--- config.mk ---
export PLATFORM = sky130hd
export DESIGN_NAME = param_set_sequencer
export DESIGN_NICKNAME = d
export VERILOG_FILES = /design/src/design/param_set_sequencer.v /design/src/design/set_store_mem.v /design/src/design/apb_slave_regs.v
export VERILOG_INCLUDE_DIRS = /design/src /design/src/design
export SDC_FILE = /design/constraint.sdc
export NUM_CORES = 2
export LEC_CHECK = 0
export ABC_AREA = 0
export BUFFER_PORTS_ARGS = -buffer_cell sky130_fd_sc_hd__buf_2
export CAP_MARGIN = 20
export CORE_ASPECT_RATIO = 0.9
export CORE_MARGIN = 2
export CORE_UTILIZATION = 30
export DETAILED_ROUTE_END_ITERATION = 16
export GPL_TIMING_DRIVEN = 1
export HOLD_SLACK_MARGIN = 0.08
export PLACE_DENSITY = 0.44
export SLEW_MARGIN = 15
export SYNTH_ARGS = -nofsm -noshare
export SYNTH_HDL_FRONTEND = slang
export SYNTH_SLANG_ARGS = --single-unit
--- constraint.sdc ---
create_clock -name i_mclk -period 4.2 [get_ports i_mclk]
set_clock_uncertainty 0.1 [all_clocks]
set_input_delay 0.42 -clock i_mclk [delete_from_list [all_inputs] [get_ports i_mclk]]
set_output_delay 0.42 -clock i_mclk [all_outputs]
set_load 0.02 [all_outputs]
--- src/design/param_seq_regs.vh ---
`ifndef PARAM_SEQ_REGS_VH
`define PARAM_SEQ_REGS_VH
// -----------------------------------------------------------------------------
// Register map (APB byte addresses)
// -----------------------------------------------------------------------------
`define REG_CTRL        12'h000
`define REG_CYCLE_LEN   12'h004
`define REG_SEL_INDEX   12'h008
`define REG_REPEAT      12'h00C
`define REG_ACTIVE      12'h010
`define REG_CMD         12'h014
`define REG_STATUS      12'h018
`define REG_ADDR_W      12
// -----------------------------------------------------------------------------
// Field positions
// -----------------------------------------------------------------------------
`define CTRL_ON_BIT     0
`define CTRL_POLICY_BIT 1
`define CMD_SAVE_BIT    0
`define STAT_RUN_BIT    0
`define STAT_FRAME_BIT  1
`define STAT_IDX_LSB    8
`define STAT_USE_LSB    16
// -----------------------------------------------------------------------------
// Reset and limit values
// -----------------------------------------------------------------------------
`define POLICY_AUTO     1'h1
`define CYCLE_LEN_RST   7'h01
`define CYCLE_LEN_MAX   7'h40
`define REPEAT_RST      9'h001
`define REPEAT_MAX      9'h100
`define SET_DEFAULT     32'h00000000
`endif

--- src/design/param_set_sequencer.v ---
// Implementation choices: the register addresses and register access over APB.
`timescale 1ns/1ps
`include "param_seq_regs.vh"
// -----------------------------------------------------------------------------
// Automatic parameter set sequencer
// -----------------------------------------------------------------------------
module param_set_sequencer #(
  parameter DW = 32
) (
  input  wire                   i_mclk,
  input  wire                   i_nrst,
  input  wire                   i_srst,        // Synchronous clear
  input  wire                   i_psel,
  input  wire                   i_penable,
  input  wire                   i_pwrite,
  input  wire [`REG_ADDR_W-1:0] i_paddr,
  input  wire [31:0]            i_pwdata,
  output reg  [31:0]            o_prdata,
  output reg                    o_pready,
  output reg                    o_pslverr,
  input  wire                   i_frame_start, // One-cycle trigger pulse
  input  wire                   i_frame_busy,  // Exposure/readout/transmit
  output reg  [DW-1:0]          o_active_param,// Active parameter set
  output reg  [5:0]             o_set_index,   // Set used by current frame
  output reg                    o_seq_running  // Sequencer cycling
);
  // ---------------------------------------------------------------------------
  // States
  // ---------------------------------------------------------------------------
  localparam ST_OFF   = 2'b00;  // Idle
  localparam ST_LOAD0 = 2'b01;  // Fetching set 0
  localparam ST_RUN   = 2'b10;  // Cycling on triggers
  localparam ST_LOADN = 2'b11;  // Fetching next set
  // Flow: OFF waits for the switch, LOAD0 fetches set 0, RUN counts uses
  // per trigger, LOADN lands the next set. Memory reads take one cycle,
  // so each load state only exists to let the registered read settle.

  reg  [1:0]    state_ff;         // Sequencer state
  reg  [1:0]    nxt_state;
  reg           sequencer_on_ff;  // Software switch
  reg           set_step_policy_ff; // 1 = automatic
  reg  [6:0]    set_cycle_length_ff;
  reg  [5:0]    set_select_index_ff;
  reg  [8:0]    set_repeat_count_ff;
  reg  [DW-1:0] active_ff;        // Active parameters
  reg  [DW-1:0] saved_ff;         // Values before switch-on
  reg  [5:0]    cur_idx_ff;       // Current set index
  reg  [8:0]    use_cnt_ff;       // Uses of current set, up to 256
  reg  [8:0]    cur_rep_ff;       // Repeat count of current set
  reg  [5:0]    nxt_idx;
  reg  [5:0]    rd_idx;           // Memory read index
  reg           save_wr;          // Memory write strobe

  wire wr_ctrl, wr_len, wr_idx, wr_rep, wr_act, wr_cmd, rd_hit, slverr;
  wire [DW-1:0] mem_data;
  wire [8:0]    mem_rep;
  wire          mem_valid;

  // ---------------------------------------------------------------------------
  // Helpers
  // ---------------------------------------------------------------------------
  // Clamp cycle length into 1..64
  function [6:0] clamp_len;
    input [31:0] v;
    begin
      if (v[6:0] == 7'h00 || v > {25'h0000000, `CYCLE_LEN_MAX}) begin
        clamp_len = (v[6:0] == 7'h00 && v < 32'h00000080) ? `CYCLE_LEN_RST
                                                           : `CYCLE_LEN_MAX;
      end else begin
        clamp_len = v[6:0];
      end
    end
  endfunction

  // Clamp repeat count into 1..256
  function [8:0] clamp_rep;
    input [31:0] v;
    begin
      if (v == 32'h00000000) begin
        clamp_rep = `REPEAT_RST;
      end else if (v > {23'h000000, `REPEAT_MAX}) begin
        clamp_rep = `REPEAT_MAX;
      end else begin
        clamp_rep = v[8:0];
      end
    end
  endfunction

  // ---------------------------------------------------------------------------
  // Bus front end and set memory
  // ---------------------------------------------------------------------------
  apb_slave_regs u_apb (
    .i_mclk    (i_mclk),
    .i_nrst    (i_nrst),
    .i_psel    (i_psel),
    .i_penable (i_penable),
    .i_pwrite  (i_pwrite),
    .i_paddr   (i_paddr),
    .o_wr_ctrl (wr_ctrl),
    .o_wr_len  (wr_len),
    .o_wr_idx  (wr_idx),
    .o_wr_rep  (wr_rep),
    .o_wr_act  (wr_act),
    .o_wr_cmd  (wr_cmd),
    .o_rd_hit  (rd_hit),
    .o_slverr  (slverr)
  );

  // Saves carry the repeat count too, so each set owns its count
  // Save only while off, so a running cycle is never disturbed
  always @* begin
    save_wr = wr_cmd & i_pwdata[`CMD_SAVE_BIT] & (state_ff == ST_OFF);
  end

  set_store_mem #(.DW(DW), .AW(6)) u_mem (
    .i_mclk   (i_mclk),
    .i_nrst   (i_nrst),
    .i_wr     (save_wr),
    .i_waddr  (set_select_index_ff),
    .i_wdata  (active_ff),
    .i_wrep   (set_repeat_count_ff),
    .i_raddr  (rd_idx),
    .o_rdata  (mem_data),
    .o_rrep   (mem_rep),
    .o_rvalid (mem_valid)
  );

  // ---------------------------------------------------------------------------
  // Next set index and read address
  // ---------------------------------------------------------------------------
  // Wrap after the last set of the cycle
  // A cycle length of one pins the index at zero
  always @* begin
    if ({1'b0, cur_idx_ff} + 7'h01 >= set_cycle_length_ff) begin
      nxt_idx = 6'h00;
    end else begin
      nxt_idx = cur_idx_ff + 6'h01;
    end
    // Memory is prefetched with the candidate next set
    if (state_ff == ST_OFF || state_ff == ST_LOAD0) begin
      rd_idx = 6'h00;
    end else begin
      rd_idx = nxt_idx;
    end
  end

  // ---------------------------------------------------------------------------
  // Sequencer state machine
  // ---------------------------------------------------------------------------
  // A set is spent once its uses reach its repeat count. The compare is
  // >= rather than == so a count that is ever exceeded still advances
  // instead of stalling the cycle on one set for good.
  wire exhausted = (use_cnt_ff >= cur_rep_ff);
  wire stop_req  = !sequencer_on_ff;

  always @* begin
    nxt_state = state_ff;
    case (state_ff)
      ST_OFF: begin
        if (sequencer_on_ff && set_step_policy_ff == `POLICY_AUTO) begin
          nxt_state = ST_LOAD0;
        end
      end
      ST_LOAD0: begin
        nxt_state = ST_RUN;
      end
      ST_RUN: begin
        // Hold the cycle until the current frame is out
        // A pending switch-off also blocks new triggers, so no set is
        // fetched for a frame that the stop would cut short
        if (stop_req && !i_frame_busy) begin
          nxt_state = ST_OFF;
        end else if (!stop_req && i_frame_start && exhausted) begin
          nxt_state = ST_LOADN;
        end
      end
      ST_LOADN: begin
        nxt_state = ST_RUN;
      end
      default: nxt_state = ST_OFF;
    endcase
  end

  // Fetched word, or default for never-saved sets
  // Memory words have no reset, so the written flag keeps X off the pins
  wire [DW-1:0] fetched = mem_valid ? mem_data : `SET_DEFAULT;
  wire [8:0]    f_rep   = mem_valid ? mem_rep  : `REPEAT_RST;

  // ---------------------------------------------------------------------------
  // Sequencer datapath
  // ---------------------------------------------------------------------------
  // Trigger in RUN with uses remaining counts a reuse; an exhausted set
  // fetches the next one. Since memory read is prefetched at nxt_idx the
  // new set lands one cycle after the trigger, limitation: a frame must not
  // sample active parameters in that very cycle.
  always @(posedge i_mclk or negedge i_nrst) begin
    if (!i_nrst) begin
      state_ff    <= ST_OFF;
      cur_idx_ff  <= 6'h00;
      use_cnt_ff  <= 9'h000;
      cur_rep_ff  <= `REPEAT_RST;
      active_ff   <= {DW{1'b0}};
      saved_ff    <= {DW{1'b0}};
    end else if (i_srst) begin
      state_ff    <= ST_OFF;
      cur_idx_ff  <= 6'h00;
      use_cnt_ff  <= 9'h000;
      cur_rep_ff  <= `REPEAT_RST;
    end else begin
      state_ff <= nxt_state;
      case (state_ff)
        ST_OFF: begin
          if (nxt_state == ST_LOAD0) begin
            saved_ff <= active_ff;                     // Kept for restore
          end else if (wr_act) begin
            active_ff <= i_pwdata[DW-1:0];
          end
        end
        ST_LOAD0: begin
          active_ff  <= fetched;
          cur_idx_ff <= 6'h00;
          cur_rep_ff <= f_rep;
          use_cnt_ff <= 9'h000;
        end
        ST_RUN: begin
          if (nxt_state == ST_OFF) begin
            active_ff  <= saved_ff;
            cur_idx_ff <= 6'h00;
            use_cnt_ff <= 9'h000;
          end else if (i_frame_start && !stop_req && !exhausted) begin
            use_cnt_ff <= use_cnt_ff + 9'h001;
          end
        end
        ST_LOADN: begin
          // Prefetch address still equals the set being entered
          active_ff  <= fetched;
          cur_idx_ff <= rd_idx;
          cur_rep_ff <= f_rep;
          use_cnt_ff <= 9'h001;                        // Trigger counts as first use
        end
        default: begin
          active_ff <= active_ff;
        end
      endcase
    end
  end

  // ---------------------------------------------------------------------------
  // Configuration registers
  // ---------------------------------------------------------------------------
  // Configuration writes other than the on switch bit are ignored while cycling
  // Trade-off: refused writes are dropped silently rather than flagged,
  // so software must read a field back to learn whether it stuck.
  always @(posedge i_mclk or negedge i_nrst) begin
    if (!i_nrst) begin
      sequencer_on_ff     <= 1'b0;
      set_step_policy_ff  <= `POLICY_AUTO;
      set_cycle_length_ff <= `CYCLE_LEN_RST;
      set_select_index_ff <= 6'h00;
      set_repeat_count_ff <= `REPEAT_RST;
    end else if (i_srst) begin
      sequencer_on_ff     <= 1'b0;
    end else begin
      if (wr_ctrl) begin
        sequencer_on_ff <= i_pwdata[`CTRL_ON_BIT];
        if (state_ff == ST_OFF) begin
          set_step_policy_ff <= i_pwdata[`CTRL_POLICY_BIT];
        end
      end
      if (state_ff == ST_OFF) begin
        if (wr_len) begin
          set_cycle_length_ff <= clamp_len(i_pwdata);
        end
        if (wr_idx) begin
          set_select_index_ff <= i_pwdata[5:0];
        end
        if (wr_rep) begin
          set_repeat_count_ff <= clamp_rep(i_pwdata);
        end
      end
    end
  end

  // ---------------------------------------------------------------------------
  // Read mux and registered outputs
  // ---------------------------------------------------------------------------
  // Read data registered: valid in the access phase one cycle after setup
  // Status mirrors internal state, one cycle ahead of the pin outputs
  always @(posedge i_mclk or negedge i_nrst) begin
    if (!i_nrst) begin
      o_prdata       <= 32'h00000000;
      o_pready       <= 1'b0;
      o_pslverr      <= 1'b0;
      o_active_param <= {DW{1'b0}};
      o_set_index    <= 6'h00;
      o_seq_running  <= 1'b0;
    end else begin
      // pready one cycle after setup: no wait states per transfer
      o_pready  <= i_psel & ~i_penable;
      o_pslverr <= 1'b0;
      if (i_psel && !i_penable) begin
        o_pslverr <= 1'b0;
        case (i_paddr)
          `REG_CTRL:      o_prdata <= {30'h00000000, set_step_policy_ff, sequencer_on_ff};
          `REG_CYCLE_LEN: o_prdata <= {25'h0000000, set_cycle_length_ff};
          `REG_SEL_INDEX: o_prdata <= {26'h0000000, set_select_index_ff};
          `REG_REPEAT:    o_prdata <= {23'h000000, set_repeat_count_ff};
          `REG_ACTIVE:    o_prdata <= active_ff;
          `REG_CMD:       o_prdata <= 32'h00000000;
          `REG_STATUS:    o_prdata <= {7'h00, use_cnt_ff, 2'h0, cur_idx_ff, 6'h00,
                                       i_frame_busy, (state_ff != ST_OFF)};
          default: begin
            o_prdata  <= 32'h00000000;
            o_pslverr <= 1'b1;
          end
        endcase
      end
      o_active_param <= active_ff;
      o_set_index    <= cur_idx_ff;
      o_seq_running  <= (state_ff != ST_OFF);
    end
  end

  wire unused_ok = rd_hit | slverr;  // Decode also drives write strobes

endmodule // param_set_sequencer

--- src/design/set_store_mem.v ---
`timescale 1ns/1ps
// -----------------------------------------------------------------------------
// Stored parameter set memory, registered read, per-entry written flag
// -----------------------------------------------------------------------------
module set_store_mem #(
  parameter DW = 32,
  parameter AW = 6
) (
  input  wire          i_mclk,
  input  wire          i_nrst,
  input  wire          i_wr,      // Write strobe
  input  wire [AW-1:0] i_waddr,   // Write index
  input  wire [DW-1:0] i_wdata,   // Parameter word
  input  wire [8:0]    i_wrep,    // Repeat count
  input  wire [AW-1:0] i_raddr,   // Read index
  output reg  [DW-1:0] o_rdata,   // Registered parameter word
  output reg  [8:0]    o_rrep,    // Registered repeat count
  output reg           o_rvalid   // Entry was ever written
);
  reg [DW-1:0]       data_mem [0:(1<<AW)-1];  // Parameter words
  reg [8:0]          rep_mem  [0:(1<<AW)-1];  // Repeat counts
  reg [(1<<AW)-1:0]  written_ff;              // Written flags, reset clears

  // Flags need reset so unwritten sets read as defaults
  always @(posedge i_mclk or negedge i_nrst) begin
    if (!i_nrst) begin
      written_ff <= {(1<<AW){1'b0}};
    end else if (i_wr) begin
      written_ff[i_waddr] <= 1'b1;
    end
  end

  // Memory arrays without reset, friendlier to RAM inference
  always @(posedge i_mclk) begin
    if (i_wr) begin
      data_mem[i_waddr] <= i_wdata;
      rep_mem[i_waddr]  <= i_wrep;
    end
  end

  // Registered read port
  always @(posedge i_mclk or negedge i_nrst) begin
    if (!i_nrst) begin
      o_rdata  <= {DW{1'b0}};
      o_rrep   <= 9'h000;
      o_rvalid <= 1'b0;
    end else begin
      o_rdata  <= data_mem[i_raddr];
      o_rrep   <= rep_mem[i_raddr];
      o_rvalid <= written_ff[i_raddr];
    end
  end
endmodule // set_store_mem

--- src/design/apb_slave_regs.v ---
`timescale 1ns/1ps
`include "param_seq_regs.vh"
// -----------------------------------------------------------------------------
// APB slave front end: zero-wait, decodes one write strobe per register except status
// -----------------------------------------------------------------------------
module apb_slave_regs (
  input  wire                    i_mclk,
  input  wire                    i_nrst,
  input  wire                    i_psel,
  input  wire                    i_penable,
  input  wire                    i_pwrite,
  input  wire [`REG_ADDR_W-1:0]  i_paddr,
  output reg                     o_wr_ctrl,    // One-cycle write strobes
  output reg                     o_wr_len,
  output reg                     o_wr_idx,
  output reg                     o_wr_rep,
  output reg                     o_wr_act,
  output reg                     o_wr_cmd,
  output reg                     o_rd_hit,     // Any mapped address, read or write, and unmapped outside access
  output reg                     o_slverr      // Unmapped address
);
  wire acc = i_psel & i_penable;  // Access phase

  // Address decode, combinational; pready is registered in the sequencer
  always @* begin
    o_wr_ctrl = 1'b0;
    o_wr_len  = 1'b0;
    o_wr_idx  = 1'b0;
    o_wr_rep  = 1'b0;
    o_wr_act  = 1'b0;
    o_wr_cmd  = 1'b0;
    o_rd_hit  = 1'b0;
    o_slverr  = 1'b0;
    case (i_paddr)
      `REG_CTRL:      o_wr_ctrl = acc & i_pwrite;
      `REG_CYCLE_LEN: o_wr_len  = acc & i_pwrite;
      `REG_SEL_INDEX: o_wr_idx  = acc & i_pwrite;
      `REG_REPEAT:    o_wr_rep  = acc & i_pwrite;
      `REG_ACTIVE:    o_wr_act  = acc & i_pwrite;
      `REG_CMD:       o_wr_cmd  = acc & i_pwrite;
      `REG_STATUS:    o_rd_hit  = 1'b1;
      default:        o_slverr  = acc;   // Unmapped: error, no effect
    endcase
    if (i_paddr != `REG_STATUS && !o_slverr) begin
      o_rd_hit = 1'b1;
    end
  end
endmodule // apb_slave_regs

Word level (Yosys, flattened, before mapping)
Memories as Yosys holds them, arrays and structs flattened. A register that Yosys moved wholly into a read port is not among the register bits.
Index checks and enable logic that the tools add are counted.
- $add $sub $neg: 3
- order comparisons: 8
- equal/unequal tests: 15
- multiplexer cells: 43
- bitwise gates (word level): 8
- reductions and logical operators: 35
- operator list (kind ; count):
    $pmux 32 s6 ; 1
    $mux 32 ; 4
    $pmux 32 s3 ; 1
    $mux 9 ; 8
    $or 64x64->64 ; 1
    $eq 12x5->1 const B ; 3
    $gt 32x7->1 const B ; 1
    $gt 32x9->1 const B ; 1
    $logic_not 32->1 ; 1
    $lt 32x8->1 const B ; 1
    $pmux 9 s3 ; 1
    $eq 12x4->1 const B ; 2
    $mux 6 ; 4
    $pmux 6 s3 ; 1
    $reduce_and 3->1 ; 5
    $lt 6x7->1 const B ; 2
    $mux 1 ; 14
    $mux 7 ; 2
    $eq 12x3->1 const B ; 1
    $logic_not 12->1 ; 1
    $add 9x1->9 const B ; 1
    $ge 9x9->1 ; 1
    $logic_and 1x1->1 ; 8
    $mux 2 ; 4
    25 further kinds ; 43
- register bits after elaboration: 252
- memory bits (writable): 2624
- input port bits: 52
- output and inout bits: 73
- word-level logic and storage cells: 133
- memories: 2
- memories (name ; words ; width ; read ports ; clocked after memory_dff ; write ports ; RTL line ; source):
    u_mem.data_mem ; 64 ; 32 ; 1 ; 1 ; 1 ; set_store_mem.v:20 ; reg [DW-1:0] data_mem [0:(1<<AW)-1];
    u_mem.rep_mem ; 64 ; 9 ; 1 ; 1 ; 1 ; set_store_mem.v:21 ; reg [8:0] rep_mem [0:(1<<AW)-1];

Longest topological paths before layout
- depth in word-level cells: 9
- depth in mapped cells: 19
- gate-level depth less buffers: 13

By module
A second synthesis with hierarchy kept.
- cell total of the unflattened synthesis: 5341
- area, all modules: 111964.9 sq um
- by module, submodules not included (module ; instances ; cells each ; area an instance (sq um) ; sequential area each (sq um)):
    set_store_mem ; 1 ; 4576 ; 103355.4 ; 81448.1
    param_set_sequencer ; 1 ; 741 ; 8471.9 ; 4684.5
    apb_slave_regs ; 1 ; 24 ; 137.6 ; 0.0

Worst setup path before layout
Ideal clock, no wire load.
- kind: reg2reg
- start: register cur_idx_ff[1]
- end: register u_mem.o_rdata[25], read port of u_mem.data_mem
- setup time: 0.123 ns
- arrival: 3.941 ns
- required time: 3.977 ns
- path slack: 0.037 ns
- cell stages (with the launch flop): 18
- buffers on the path: 5
- period minus slack after synthesis: 4.163 ns
- cell sequence: dfrtp_1 -> ha_1 -> xnor2_2 -> inv_2 -> clkbuf_1 -> clkbuf_1 -> ha_1 -> a21oi_1 -> o21ai_2 -> a21oi_2 -> buf_6 -> buf_4 -> buf_2 -> mux2i_1 -> o22ai_1 -> o41ai_1 -> a21oi_1 -> o221a_2
- cells in the longest elaborated chain, start to end: 4
- elaborated cells on any way between the ends: 5
- classes of those cells: add/sub (2); order compare (1); mux (2)
- RTL lines (what ; RTL line ; source):
    start: declaration ; param_set_sequencer.v:47 ; reg [5:0] cur_idx_ff;
    start signal: assignment ; param_set_sequencer.v:237 ; cur_idx_ff <= rd_idx;
    $add 6x1->7 ; param_set_sequencer.v:134 ; if ({1'b0, cur_idx_ff} + 7'h01 >= set_cycle_length_ff) begin
    $ge 7x7->1 ; param_set_sequencer.v:134 ;
    $mux 6 * ; param_set_sequencer.v:134 ;
    $mux 6 * ; param_set_sequencer.v:140 ; if (state_ff == ST_OFF || state_ff == ST_LOAD0) begin
    end: declaration ; set_store_mem.v:16 ; output reg [DW-1:0] o_rdata,
Every way passes the cells marked *; elsewhere a longest branch is shown, timed or not.
A chain may end at the register's enable or synchronous reset.

Final worst setup path
- start: register cur_idx_ff[0]
- end: register u_mem.o_rdata[3], read port of u_mem.data_mem
Same word-level chain as after synthesis.

==> impl_metrics.yaml <==
timing:
  post-route-min-period_ps: 4220
  setup_violations: 1
  layout_setup_ws_ps: -19.1
  drv_slew: 0
  hold_ws_ps: 128
  hold_viol: 0
  max_freq_mhz: 237
  tns_ps: -19.1
  slew_headroom_pct: 22.0
  layout_worst_path_cycle_share_pct: 100
  rsz0062_at_grt: "yes"
  worst_pin_slew_ps: 1170
drt:
  dr.pass1.iters: 6
  initialDrtViolationCount: 9626
  drt-wirelength-per-cell_um: 31.3
  vias: 75000
  drcViolationCount: 0
  drtAntennaViolNets: 0
  routed_via_density: 5.32
  drt_wl_total_um: 441000
yosys:
  async_flop_share_pct: 10.0
  synth-edff-count: 2624
  syn_area_per_cell_um2: 15.0
  synth_cell_types: 90
  synth_nets: 7768
  seq_area_frac_synth_pct: 74.7
  synth_top_area_share_pct: 68.3
  ys_ff_latch: 2917
  yosysTopAreaCell: "edfxtp_1"
  syn_area_mm2: 0.115
  synth_cells: 7698
  synth.yosys.warnings: 0
  synth_area_leaders: "edfxtp_1, dfrtp_1, mux2i_1"
  synth_ff_type: "edfxtp_1"
power_and_ir_drop:
  powerDensity_mw_per_mm2: 424
  peakVddDrop_v: 0.000331
  power.total_mw: 61.0
  p_leak_nw: 52.7
global_route:
  grt_max_degree: 88
  grt_pass1_vias: 72800
  grt_overflow: 0
  antenna_found_initial: 38
  groute.usage.overall_pct: 21.9
  grt_first_pass_wirelength_um: 603000
worst_setup_path:
  path_cells: "ha_4 -> buf_4 -> nand2_1 -> nor2_1 -> ha_1 -> and2_4 -> a2111oi_4 -> buf_4 -> a21boi_4 -> buf_12 -> buf_12 -> nand2_8 -> buf_12 -> buf_4 -> o221ai_2 -> a21oi_2 -> o221ai_4 -> and3_1"
  critPathArrivalTime_ps: 4990
  critPathKind: "reg2reg"
  regToRegStartpoint: "cur_idx_ff[0]"
  r2r_setup_slack_ps: -20
  slowest_stage: "dfrtp_4"
  cp_top_family: "compound AO/OA/AOI/OAI gates"
  rr_worst_depth: 18
  reg2reg_to: "u_mem.o_rdata[3]"
  start_kind: "flip-flop"
  crit_path_end_kind: "flip-flop"
  critPathRequiredTime_ps: 4970
  cp_slowest_stage_delay_ps: 500
  path_max_fanout: 8
  path_buf_inv: 6
die:
  fp.dieW_um: 658
  die_h_um: 592
  start_util_pct: 30.2
  die_area_mm2: 0.389
  core_mm2: 0.382
  rows: 215
  io_pins: 125
clocking:
  numCtsBuffers: 331
  clk_pin_slew_ps: 60
  clock_sinks: 2917
  clock_path_buffers: 4
  clk_latency_ps: 940
  clockRootBuffer: "clkbuf_16"
  htreeDepth: 5
  cts_tree: "built"
cells_and_area:
  fin_area_mm2: 0.144
  layout-drive-gt1-share_pct: 23.8
  nets: 8775
  area_growth_pct: 24.9
min_path:
  hold_class: "in2reg"
  min_from: "i_pwdata[26]"
  whs_endpoint: "active_ff[26]"
  hold_path_depth: 5
run_status:
  violations: "setup timing"
  status: "finished, violations left"
place:
  io_buffer_count: 124
  place_congestion: 0.836
  dp_hpwl_um: 268000
  place_area_mm2: 0.130
job:
  maxCapViolCount: 0
[power by group]
part / leakage [nW] / internal, mW / switching, mW
logic: 13.1 / 0.0791 / 0.184
registers: 34.3 / 31.2 / 0.00253
clock network: 5.36 / 17.3 / 12.3
[synthesized netlist by cell type (all sizes together) (6+ instances only)]
master   count
nor4       114
mux4        25
o41ai       19
nand2     1225
and3         8
or2         67
a21o         9
nand3b       6
a21oi      488
dfrtp      289
mux2i      617
edfxtp    2624
o2bb2ai      8
and2        34
o21ai      165
a31oi       74
nor3        72
a2111oi     25
a311oi      51
or4          7
mux2        89
nand3      216
clkbuf     198
or3         10
o221a       16
o211a       14
a32oi       21
ha          18
o221ai      30
inv         35
a22o        22
o22ai      101
o211ai      10
a22oi       16
nor2b       35
nand2b      31
buf        309
a211oi     151
nor2       188
a221oi     150
o31ai       22
a2bb2oi      9
o32ai       15
[area by class of cell]
type,count,area (µm²)
multi-input cells,4239,28600
inverters,36,138
clock buffers,451,9130
flip-flops and latches,2917,86200
clock inverters,159,1890
diodes,11,27.5
repair buffers,1180,11600
well taps,5099,6380
fillers,35800,238000
[tightest hold or removal path, delay by kind of cell]
kind | cells | cell delay (ps)
buf+inv | 1 | 180
mux | 1 | 220
compound gates | 2 | 180
simple gates | 1 | 100
[placed cells by master, fill, tap and decap left out, types with 117 or more instances in the layout]
cell / instances
a221oi_1: 134
a211oi_1: 120
clkbuf_16: 344
buf_4: 754
nor2_1: 117
mux2i_1: 608
buf_2: 123
buf_12: 187
dfrtp_1: 245
o21ai_0: 143
edfxtp_1: 2624
nand3_1: 210
a21oi_1: 448
nand2_1: 1220
[logic make-up (layout without fill, tap and decap cells)]
group | after synthesis | count (layout) | share of synthesized area (%)
XOR/XNOR | 5 | 5 | 0.0445
flip-flops | 2917 | 2917 | 74.7
buffers and inverters | 543 | 1826 | 2.21
AND/OR/NAND/NOR | 2022 | 2023 | 7.63
AO/OA/AOI/OAI | 1462 | 1462 | 8.51
multiplexers | 731 | 731 | 6.71
adder cells (fa/ha/maj) | 18 | 18 | 0.195
other | 0 | 11 | 0
[sequential cells by signal (all words and copies together) (netlist names), 9 cells and up]
name                 flops
u_mem.data_mem        2048
u_mem.rep_mem          576
u_mem.written_ff        64
active_ff               32
o_active_param          32
o_prdata                32
saved_ff                32
u_mem.o_rdata           32
cur_rep_ff               9
set_repeat_count_ff      9
u_mem.o_rrep             9
use_cnt_ff               9
[worst max path at each step]
stage,startpoint,end,cells past startpoint
after floorplan,cur_idx_ff[1],u_mem.o_rdata[25],17
after global placement,cur_idx_ff[0],u_mem.o_rdata[22],17
after detailed placement,cur_idx_ff[0],u_mem.o_rdata[25],17
after CTS,cur_idx_ff[0],u_mem.o_rdata[1],17
after global routing,cur_idx_ff[0],u_mem.o_rdata[8],19
final,cur_idx_ff[0],u_mem.o_rdata[3],18
[through the flow]
step / setup WS (ps) / cells / util [%]
after floorplan: 36.6 / 7698 / -
after global placement: -1190 / 13300 / 34.0
after detailed placement: -939 / 13300 / 34.0
after CTS: -3.21 / 14000 / 37.3
after global routing: -89.4 / 14100 / 37.7
final: -19.1 / 14100 / 37.7
[timing repair]
action                                  4_1_cts  5_1_grt
hold buffers                                 60        0
gates resized for setup                     132      185
endpoints found under the setup margin       42       42
cloned                                        3       10
endpoints found under the hold margin       226        0
pin swaps                                    19       61
buffers inserted                             27       41
[per-layer routing]
metal	GRT usage [%]	wire, µm
met3	3.75	35400
met1	32.0	198000
met2	34.3	198000
met4	4.64	9480
met5	0	17
No activity file was read; power rests on OpenSTA's default activity.
